**config.mk**
```make
export PLATFORM = sky130hd
export DESIGN_NAME = nv_sram_spi_slave_recall_ctrl
export DESIGN_NICKNAME = d
export VERILOG_FILES = /design/src/pkg/nv_spi_pkg.sv /design/src/pkg/copy_if.sv /design/src/logic/nv_sram_spi_slave_recall_ctrl.sv /design/src/logic/pin_sync.sv /design/src/logic/copy_timer.sv
export SDC_FILE = /design/constraint.sdc
export NUM_CORES = 1
export LEC_CHECK = 0
export CAP_MARGIN = 40
export CORE_MARGIN = 3
export CORE_UTILIZATION = 61
export CTS_BUF_LIST = sky130_fd_sc_hd__clkbuf_4 sky130_fd_sc_hd__clkbuf_8 sky130_fd_sc_hd__clkbuf_16
export DETAILED_ROUTE_END_ITERATION = 7
export DONT_BUFFER_PORTS = 1
export GPL_TIMING_DRIVEN = 0
export PLACE_DENSITY = 0.87
export SKIP_LAST_GASP = 1
export SLEW_MARGIN = 0
export SYNTH_ARGS = -nofsm -noshare
export SYNTH_HDL_FRONTEND = slang
export SYNTH_HIERARCHICAL = 1
export SYNTH_SLANG_ARGS = --single-unit
```
**constraint.sdc**
```tcl
create_clock -name core_clk -period 3.3 [get_ports core_clk]
set_clock_uncertainty 0.15 [all_clocks]
set_input_delay 0.66 -clock core_clk [delete_from_list [all_inputs] [get_ports core_clk]]
set_output_delay 0.66 -clock core_clk [all_outputs]
set_load 0.005 [all_outputs]
```
**src/pkg/nv_spi_pkg.sv**
```systemverilog
package nv_spi_pkg;
  // Core clock rate
  localparam int unsigned CORE_CLK_MHZ = 25;
  // Highest serial clock rate the master may use
  localparam int unsigned SCK_MAX_MHZ = 30;
  // Copy times, in ns
  localparam int unsigned POWER_UP_COPY_TIME_NS = 20000000;
  localparam int unsigned RECALL_TIME_NS = 200000;
  // Copy times in core cycles, rounded up
  localparam int unsigned POWER_UP_COPY_CYC = (POWER_UP_COPY_TIME_NS * CORE_CLK_MHZ + 999) / 1000;
  localparam int unsigned RECALL_CYC = (RECALL_TIME_NS * CORE_CLK_MHZ + 999) / 1000;
  // Widths
  localparam int ADDR_W = 17;
  localparam int BYTE_W = 8;
  localparam int CNT_W = 32;
  localparam logic [7:0] OPC_READ = 8'h03;
  localparam logic [7:0] OPC_WRITE = 8'h02;
  localparam logic [7:0] OPC_STORE = 8'h3C;
  localparam logic [7:0] OPC_RECALL = 8'h60;
  localparam logic [7:0] OPC_SAVE_ON = 8'h59;
  localparam logic [7:0] OPC_SAVE_OFF = 8'h19;
  // Reset values
  localparam logic AUTOSAVE_RST = 1'b1;
  localparam logic [2:0] PIN_SYNC_RST = 3'h0;
  // Transaction phases
  typedef enum logic [2:0] {PH_IDLE, PH_OPCODE, PH_ADDR, PH_DATA, PH_IGNORE} phase_t;
  typedef logic [ADDR_W-1:0] addr_t;
  typedef logic [BYTE_W-1:0] byte_t;
  typedef logic [CNT_W-1:0] count_t;
endpackage: nv_spi_pkg

```
**src/pkg/copy_if.sv**
```systemverilog
`timescale 1ns/1ps
// Link between the controller and the copy timer
interface copy_if;
  // Start pulse and length in cycles
  logic start;
  nv_spi_pkg::count_t count;
  // Copy running, and end pulse
  logic busy;
  logic done;
  modport ctrl (output start, output count, input busy, input done);
  modport timer (input start, input count, output busy, output done);
endinterface: copy_if

```
**src/logic/nv_sram_spi_slave_recall_ctrl.sv**
```systemverilog
`timescale 1ns/1ps
// How it works
// - Supply rising starts nonvolatile to SRAM copy
// - Power-up copy blocks access, busy pin
// - Recall opcode copies, blocks memory access
// - Save-off opcode clears power-loss save
// - Save-on opcode sets power-loss save
// - Save setting volatile unless stored afterwards
// - Power-loss save enabled out of reset
// - Power-up copy always runs
// - Serial clock at most the stated rate
// - Sample on rise, drive on fall
// - First byte after select is opcode
// - Deselected: ignore input, output floats
// - Most significant bit first everywhere
// - Three address bytes, low 17 used
// - Bad opcode: ignore until next select
// - Clock level at select picks mode
// - Mode 3 waits for clock fall first
// - Slave only, never starts traffic
// - Recall, save-on, save-off opcode values
// - Busy pin low, ready bit high
// - Stay deselected until select falling edge
module nv_sram_spi_slave_recall_ctrl #(
  parameter nv_spi_pkg::count_t POWER_UP_COPY_CYCLES = nv_spi_pkg::POWER_UP_COPY_CYC,
  parameter nv_spi_pkg::count_t RECALL_CYCLES = nv_spi_pkg::RECALL_CYC
) (
  // Clock and reset
  input wire logic core_clk,
  input wire logic reset_n,
  // Serial pins
  input wire logic csN,
  input wire logic sck,
  input wire logic si,
  output logic soOut,
  output logic soOeN,
  // Busy pin, open drain
  output logic busyPinOut,
  output logic busyPinOeN,
  // SRAM port
  output logic memRead,
  output logic memWrite,
  output nv_spi_pkg::addr_t memAddr,
  output nv_spi_pkg::byte_t memWrData,
  input wire nv_spi_pkg::byte_t memRdData,
  // Store sequencer and status
  input wire logic storeBusy,
  input wire logic nvAutosave,
  output logic storeReq,
  output logic autosaveEn,
  output logic readyBit
);
  import nv_spi_pkg::*;

  // All controller state
  typedef struct packed {
    logic csPrev;
    logic sckPrev;
    logic selected;
    logic mode3;
    logic armed;
    phase_t phase;
    logic isRead;
    logic [2:0] bitCnt;
    logic [1:0] addrBytes;
    byte_t rxShift;
    byte_t txShift;
    addr_t addr;
    addr_t memAddr;
    byte_t memWrData;
    logic loadPending;
    logic memRead;
    logic memWrite;
    logic soOut;
    logic soOeN;
    logic autosaveEn;
    logic porPending;
    logic copyStart;
    logic copyPowerUp;
    logic storeReq;
    logic readyBit;
    logic busyOeN;
  } ctrl_t;

  ctrl_t s_ff;
  ctrl_t nxt_s;
  // Synchronised pins
  logic [2:0] pinSync;
  logic csS;
  logic sckS;
  logic siS;
  // Edge and event helpers
  logic rise;
  logic fall;
  logic selFall;
  logic busyNow;
  logic inBit;
  logic opDone;
  byte_t rxByte;

  copy_if cp ();

  // Next address with rollover at the top
  function automatic addr_t nextAddr(input addr_t a);
    nextAddr = a + addr_t'(1);
  endfunction: nextAddr

  // Pins pass two flops before use
  pin_sync #(.W(3)) u_sync (
    .core_clk(core_clk),
    .reset_n(reset_n),
    .pinIn({csN, sck, si}),
    .pinOut(pinSync)
  );

  // Copy duration counter
  copy_timer u_timer (
    .core_clk(core_clk),
    .reset_n(reset_n),
    .cp(cp)
  );

  assign csS = pinSync[2];
  assign sckS = pinSync[1];
  assign siS = pinSync[0];
  assign rise = !s_ff.sckPrev && sckS;
  assign fall = s_ff.sckPrev && !sckS;
  // Only a seen high-to-low counts as select
  assign selFall = s_ff.csPrev && !csS;
  // Any copy or store in progress
  assign busyNow = s_ff.porPending || s_ff.copyStart || cp.busy || storeBusy;
  // A sampled input bit in a receiving phase
  assign inBit = !csS && s_ff.selected && s_ff.armed && rise
    && (s_ff.phase == PH_OPCODE || s_ff.phase == PH_ADDR || (s_ff.phase == PH_DATA && !s_ff.isRead));
  // Shift in, most significant bit first
  assign rxByte = {s_ff.rxShift[6:0], siS};
  assign opDone = inBit && s_ff.phase == PH_OPCODE && s_ff.bitCnt == 3'h7;

  assign cp.start = s_ff.copyStart;
  assign cp.count = s_ff.copyPowerUp ? POWER_UP_COPY_CYCLES : RECALL_CYCLES;

  // Serial decoder, copy control and save latch
  always_comb
  begin
    nxt_s = s_ff;
    nxt_s.copyStart = 1'b0;
    nxt_s.memRead = 1'b0;
    nxt_s.memWrite = 1'b0;
    nxt_s.storeReq = 1'b0;
    nxt_s.csPrev = csS;
    nxt_s.sckPrev = sckS;
    // Busy pin pulled low, ready bit set
    nxt_s.readyBit = busyNow;
    nxt_s.busyOeN = !busyNow;
    if (s_ff.porPending)
    begin
      nxt_s.porPending = 1'b0;
      nxt_s.copyStart = 1'b1;
      nxt_s.copyPowerUp = 1'b1;
    end
    // Any finished copy reloads the save latch
    if (cp.done)
    begin
      nxt_s.autosaveEn = nvAutosave;
    end
    if (csS)
    begin
      nxt_s.selected = 1'b0;
      nxt_s.phase = PH_IDLE;
      nxt_s.soOeN = 1'b1;
      nxt_s.loadPending = 1'b0;
    end
    else if (selFall)
    begin
      // Clock level at select picks the mode
      nxt_s.selected = 1'b1;
      nxt_s.phase = PH_OPCODE;
      nxt_s.mode3 = sckS;
      nxt_s.armed = !sckS;
      nxt_s.bitCnt = 3'h0;
      nxt_s.soOeN = 1'b1;
    end
    else if (s_ff.selected)
    begin
      // Mode 3 counts rises only after a fall
      if (fall && !s_ff.armed)
      begin
        nxt_s.armed = 1'b1;
      end
      // Read data stands the cycle after the strobe, so skip the strobe cycle
      if (s_ff.loadPending && !s_ff.memRead)
      begin
        nxt_s.loadPending = 1'b0;
        nxt_s.txShift = memRdData;
      end
      // Input bits taken on rising edges
      if (inBit)
      begin
        nxt_s.rxShift = rxByte;
        nxt_s.bitCnt = s_ff.bitCnt + 3'h1;
        if (s_ff.bitCnt == 3'h7)
        begin
          unique case (s_ff.phase)
            PH_OPCODE:
            begin
              nxt_s.phase = PH_IGNORE;
              case (rxByte)
                OPC_RECALL:
                begin
                  if (!busyNow)
                  begin
                    nxt_s.copyStart = 1'b1;
                    nxt_s.copyPowerUp = 1'b0;
                  end
                end
                OPC_STORE:
                begin
                  nxt_s.storeReq = !busyNow;
                end
                OPC_SAVE_ON:
                begin
                  nxt_s.autosaveEn = 1'b1;
                end
                OPC_SAVE_OFF:
                begin
                  nxt_s.autosaveEn = 1'b0;
                end
                OPC_READ, OPC_WRITE:
                begin
                  // Access during a copy is refused
                  nxt_s.phase = busyNow ? PH_IGNORE : PH_ADDR;
                  nxt_s.isRead = rxByte == OPC_READ;
                  nxt_s.addrBytes = 2'h0;
                end
                default:
                begin
                  nxt_s.phase = PH_IGNORE;
                end
              endcase
            end
            PH_ADDR:
            begin
              // Upper seven address bits fall away
              nxt_s.addr = {s_ff.addr[8:0], rxByte};
              nxt_s.addrBytes = s_ff.addrBytes + 2'h1;
              if (s_ff.addrBytes == 2'h2)
              begin
                nxt_s.phase = PH_DATA;
                nxt_s.memAddr = {s_ff.addr[8:0], rxByte};
                nxt_s.memRead = s_ff.isRead;
                nxt_s.loadPending = s_ff.isRead;
              end
            end
            PH_DATA:
            begin
              // Write one byte, then step the address
              nxt_s.memWrite = 1'b1;
              nxt_s.memWrData = rxByte;
              nxt_s.memAddr = s_ff.addr;
              nxt_s.addr = nextAddr(s_ff.addr);
            end
            default:
            begin
              nxt_s.phase = PH_IGNORE;
            end
          endcase
        end
      end
      // Output only for a read, changed on falls
      if (fall && s_ff.armed && s_ff.phase == PH_DATA && s_ff.isRead)
      begin
        nxt_s.soOut = nxt_s.txShift[7];
        nxt_s.soOeN = 1'b0;
        nxt_s.txShift = {nxt_s.txShift[6:0], 1'b0};
        nxt_s.bitCnt = s_ff.bitCnt + 3'h1;
        // Fetch the next byte during the last bit
        if (s_ff.bitCnt == 3'h7)
        begin
          nxt_s.addr = nextAddr(s_ff.addr);
          nxt_s.memAddr = nextAddr(s_ff.addr);
          nxt_s.memRead = 1'b1;
          nxt_s.loadPending = 1'b1;
        end
      end
    end
    if (busyNow)
    begin
      nxt_s.memRead = 1'b0;
      nxt_s.memWrite = 1'b0;
    end
  end

  // Register state; save enabled and copy pending after reset
  always_ff @(posedge core_clk or negedge reset_n)
  begin
    if (!reset_n)
    begin
      s_ff <= '0;
      s_ff.autosaveEn <= AUTOSAVE_RST;
      s_ff.porPending <= 1'b1;
      s_ff.soOeN <= 1'b1;
      s_ff.busyOeN <= 1'b1;
      s_ff.phase <= PH_IDLE;
    end
    else
    begin
      s_ff <= nxt_s;
    end
  end

  // Output drive
  assign soOut = s_ff.soOut;
  assign soOeN = s_ff.soOeN;
  assign busyPinOut = 1'b0;
  assign busyPinOeN = s_ff.busyOeN;
  assign memRead = s_ff.memRead;
  assign memWrite = s_ff.memWrite;
  assign memAddr = s_ff.memAddr;
  assign memWrData = s_ff.memWrData;
  assign storeReq = s_ff.storeReq;
  // Volatile setting handed to the store path
  assign autosaveEn = s_ff.autosaveEn;
  assign readyBit = s_ff.readyBit;
endmodule: nv_sram_spi_slave_recall_ctrl

```
**src/logic/pin_sync.sv**
```systemverilog
`timescale 1ns/1ps
module pin_sync #(
  parameter int W = 3
) (
  // Clock and reset
  input wire logic core_clk,
  input wire logic reset_n,
  // Raw pins and synchronised copies
  input wire logic [W-1:0] pinIn,
  output logic [W-1:0] pinOut
);
  import nv_spi_pkg::*;

  // Two stages per pin
  typedef struct packed {
    logic [W-1:0] stage1;
    logic [W-1:0] stage2;
  } sync_t;

  sync_t s_ff;
  sync_t nxt_s;

  // Shift pins through both stages
  always_comb
  begin
    nxt_s.stage1 = pinIn;
    nxt_s.stage2 = s_ff.stage1;
  end

  // Register stages
  always_ff @(posedge core_clk or negedge reset_n)
  begin
    if (!reset_n)
    begin
      s_ff <= '0;
    end
    else
    begin
      s_ff <= nxt_s;
    end
  end

  assign pinOut = s_ff.stage2;
endmodule: pin_sync

```
**src/logic/copy_timer.sv**
```systemverilog
`timescale 1ns/1ps
module copy_timer (
  // Clock and reset
  input wire logic core_clk,
  input wire logic reset_n,
  // Controller side
  copy_if.timer cp
);
  import nv_spi_pkg::*;

  // Remaining cycles, running flag, end pulse
  typedef struct packed {
    count_t left;
    logic busy;
    logic done;
  } timer_t;

  timer_t s_ff;
  timer_t nxt_s;

  // Count the copy down; a start while busy is dropped
  always_comb
  begin
    nxt_s = s_ff;
    nxt_s.done = 1'b0;
    if (s_ff.busy)
    begin
      // Last cycle of the copy
      if (s_ff.left <= count_t'(1))
      begin
        nxt_s.busy = 1'b0;
        nxt_s.done = 1'b1;
      end
      else
      begin
        nxt_s.left = s_ff.left - count_t'(1);
      end
    end
    else if (cp.start)
    begin
      nxt_s.busy = 1'b1;
      nxt_s.left = cp.count;
    end
  end

  // Register state
  always_ff @(posedge core_clk or negedge reset_n)
  begin
    if (!reset_n)
    begin
      s_ff <= '0;
    end
    else
    begin
      s_ff <= nxt_s;
    end
  end

  assign cp.busy = s_ff.busy;
  assign cp.done = s_ff.done;
endmodule: copy_timer

```
==> key figures <==
Final layout
  – Design Area, Final: 8100 sq um
  – Share of layout cells above drive strength 1: 0.153
  – Final nets: 847
  – Inserted Diodes: 0
  – Fin cells: 982
  – Syn-to-layout area delta: 11.3%

Yosys
  – Ys async rst share: 1.00
  – Most common cell in the netlist: dfrtp_1
  – Synth Cell Area: 7270 sq um
  – Unique masters post-synth: 87
  – Top FF cell, synth: dfrtp_1
  – Avg Cell Area, Syn: 9.28 sq um
  – Synth area leader: dfrtp_1
  – #FFs+latches synth: 122
  – Cell count after synthesis: 784
  – EDFF count, synth: 0
  – Post-synth top area share: 0.406
  – Yosys warns: 6
  – Top post-synthesis cells by area: dfrtp_1 (41%), nor2_1 (3.7%), mux2_2 (3.3%), buf_4 (2.7%), nand2_1 (2.7%)
  – Synth cell count leaders: dfrtp_1 (118), nor2_1 (72), nand2_1 (52)
  – Sequential area share after synthesis: 0.420

Global routing
  – Gr usage total: 0.315
  – Largest net degree at the start of global routing: 123
  – Global-route wire length before repair: 32.9 mm
  – Initial antenna violation count: 0
  – Total gr overflow: 0
  – Vias in the first global route: 6536

Placement
  – Port bufs: 0
  – DP Wirelength: 14.0 mm
  – Placed cell areas: 7540 sq um
  – Gpl congestion: 1.00
  – Cells after DPL: 950

Timing
  – Slew margin rel.: 0.407
  – Max Clk Rate: 0.320 GHz
  – RSZ-0062 raised after global routing: no
  – Worst slew pin tran: 0.881 ns
  – Hold Slack: -0.229 ns
  – Post-route clock period utilization: 0.946
  – Setup_tns: 0 ns
  – Fin. max-slew vios: 0
  – Hold Fails Final Rpt: 122
  – Tmin final: 3.12 ns
  – Final setup viols: 0

Routing
  – Initial DRC Count: 722
  – Vias per cell: 6.71
  – First-pass DRT Iterations: 6
  – Routed Antenna Nets: 0
  – Wire per inst: 20.6 um
  – Vias: 6594
  – Final WL: 20.2 mm
  – Drc violations: 0

Clock tree
  – CTS tree: yes
  – CTS Buffer Depth: 2
  – H-tree depth: 4
  – CTS Sinks: 122
  – Clock-pin slew on the worst setup and hold paths: 0.06 ns
  – Number of buffers created by CTS: 17
  – Clk root buf: clkbuf_16
  – Clock Latency Late Sink: 0.43 ns

Pwr
  – Pwr dens: 479 nW/um^2
  – Leakage: 3.42 nW
  – Switching power total: 0.00112 W
  – Total power: 0.00388 W
  – Combinational power share: 0.110
  – Power Internal: 0.00276 W
  – Share of total power in sequential cells: 0.446
  – Max IR drop VDD: 0.344 mV
  – Sw Ratio: 0.288
  – Clock group share of total power: 0.445

Outcome
  – Failing checks: negative hold slack
  – Status: finished, violations left

Min path
  – Worst Hold Class: in -> async

Die
  – Die width: 115 um
  – Die area: 13300 sq um
  – # IOs: 49
  – Core area: 11500 sq um
  – Die extent in y: 115 um
  – Initial Util: 0.632
  – Row count: 39

Setup path
  – Nature of the critical path endpoint: flop
  – CP required: 3.45 ns
  – Flop2flop setup slack: 0.18 ns
  – Critical path peak fanout: 10
  – Worst EP arrival: 3.27 ns
  – Path type of the worst setup path: reg -> reg
  – Startpoint type of the worst setup path: flop

Job
  – Number of max-cap violations: 0
through the flow:
step	utilization	setup WS, ns
2_1_floorplan	-	0.790
3_3_place_gp	0.654	0.193
3_5_place_dp	0.655	0.137
4_1_cts	0.703	0.137
5_1_grt	0.703	0.0401
6_report	0.703	0.180
registers in the layout (all words and copies together), names as in the netlist, 3 cells and up, named ones only:
| register | flops |
|---|---|
| s_ff | 41 |
| u_timer/s_ff | 32 |
| memAddr | 15 |
| memWrData | 8 |
| rxByte | 7 |
| u_sync/nxt_s | 3 |
| u_sync/pinOut | 3 |
kinds of logic (layout without fill, tap and decap cells):
| kind of cell | after synthesis | in the layout | synth area share |
|---|---|---|---|
| DFF | 122 | 122 | 0.420 |
| muxes | 35 | 35 | 0.0518 |
| buffers and inverters | 103 | 136 | 0.0743 |
| other | 2 | 24 | 0.00103 |
| AOI/OAI and AO/OA | 223 | 223 | 0.213 |
| and+or+nand+nor | 275 | 275 | 0.208 |
| xor gates and xnor gates | 18 | 18 | 0.0217 |
| adders and majority gates | 6 | 6 | 0.0103 |
worst paths after layout:
path                                      start                to  depth (start not counted)
worst max-delay path                   s_ff[72]          s_ff[46]                          9
worst min-delay path                    reset_n          s_ff[44]                          0
worst max register to register         s_ff[72]          s_ff[46]                          9
worst min register to register  u_sync/nxt_s[2]  u_sync/pinOut[2]                          0
max in group asynchronous               reset_n           s_ff[5]                          0
min in group core_clk                        si   u_sync/nxt_s[0]                          0
metal layers:
| metal | global-route usage | routed length [um] | vias to the layer above |
|---|---|---|---|
| li1 | - | - | 2969 |
| met1 | 0.382 | 7870 | 3148 |
| met2 | 0.525 | 9870 | 393 |
| met3 | 0.0737 | 1710 | 84 |
| met4 | 0.165 | 796 | 0 |
| met5 | 0 | 0 | - |
cells in the final DEF, fill, tap and decap left out, types with 7 or more instances in the layout:
cell	netlist	final
dfrtp_1	118	118
nor2_1	72	72
nand2_1	52	52
clkbuf_1	38	38
a21oi_1	36	36
o21ai_0	29	29
buf_4	26	27
conb_1	2	24
o21ai_1	23	23
nand3_1	22	22
nor3_1	22	22
mux2_2	21	21
a22oi_1	20	20
clkbuf_16	0	17
inv_1	16	16
buf_2	15	15
nor4_1	16	15
a211oi_1	15	15
a221o_1	14	14
mux2i_1	14	14
nor2b_1	12	12
nand4_1	11	11
xnor2_1	10	10
o22ai_1	10	10
xor2_1	8	8
a31oi_1	8	8
nand2b_1	7	7
inv_6	0	7
repair_timing:
| action | 4_1_cts | 5_1_grt |
|---|---|---|
| buffers inserted | 0 | 0 |
| gates resized for setup | 0 | 1 |
| endpoints found under the setup margin | 0 | 4 |
| endpoints found under the hold margin | 122 | 122 |
critical path, cell delays in order (launching register included):
cell      delay (ns)
dfrtp_1         0.36
ha_1            0.16
ha_1            0.19
clkbuf_1        0.37
nand4b_1        0.22
nor2_1          0.68
o21ai_1         0.31
buf_4           0.26
a22oi_1         0.20
o21ai_1         0.09
cell type report:
type / instances / area (sq um)
Multi-Input combinational cell: 581 / 3760
Fill cell: 859 / 3420
Sequential cell: 122 / 3060
Buffer: 86 / 477
Clock buffer: 18 / 433
Tap cell: 143 / 179
Clock inverter: 14 / 114
Inverter: 17 / 63.8
Timing Repair Buffer: 1 / 7.51
power by group through the flow:
stage | Clock [W] | Combinational (W) | Sequential, W
detailed placement | 0 | 0.000416 | 0.00175
floorplan | 0 | 0.000333 | 0.00172
global placement | 0 | 0.000389 | 0.00174
global route | 0.00182 | 0.000477 | 0.00175
CTS | 0.00174 | 0.000419 | 0.00172
finish | 0.00173 | 0.000426 | 0.00173
Note: power is estimated with default switching activity, not from simulation.
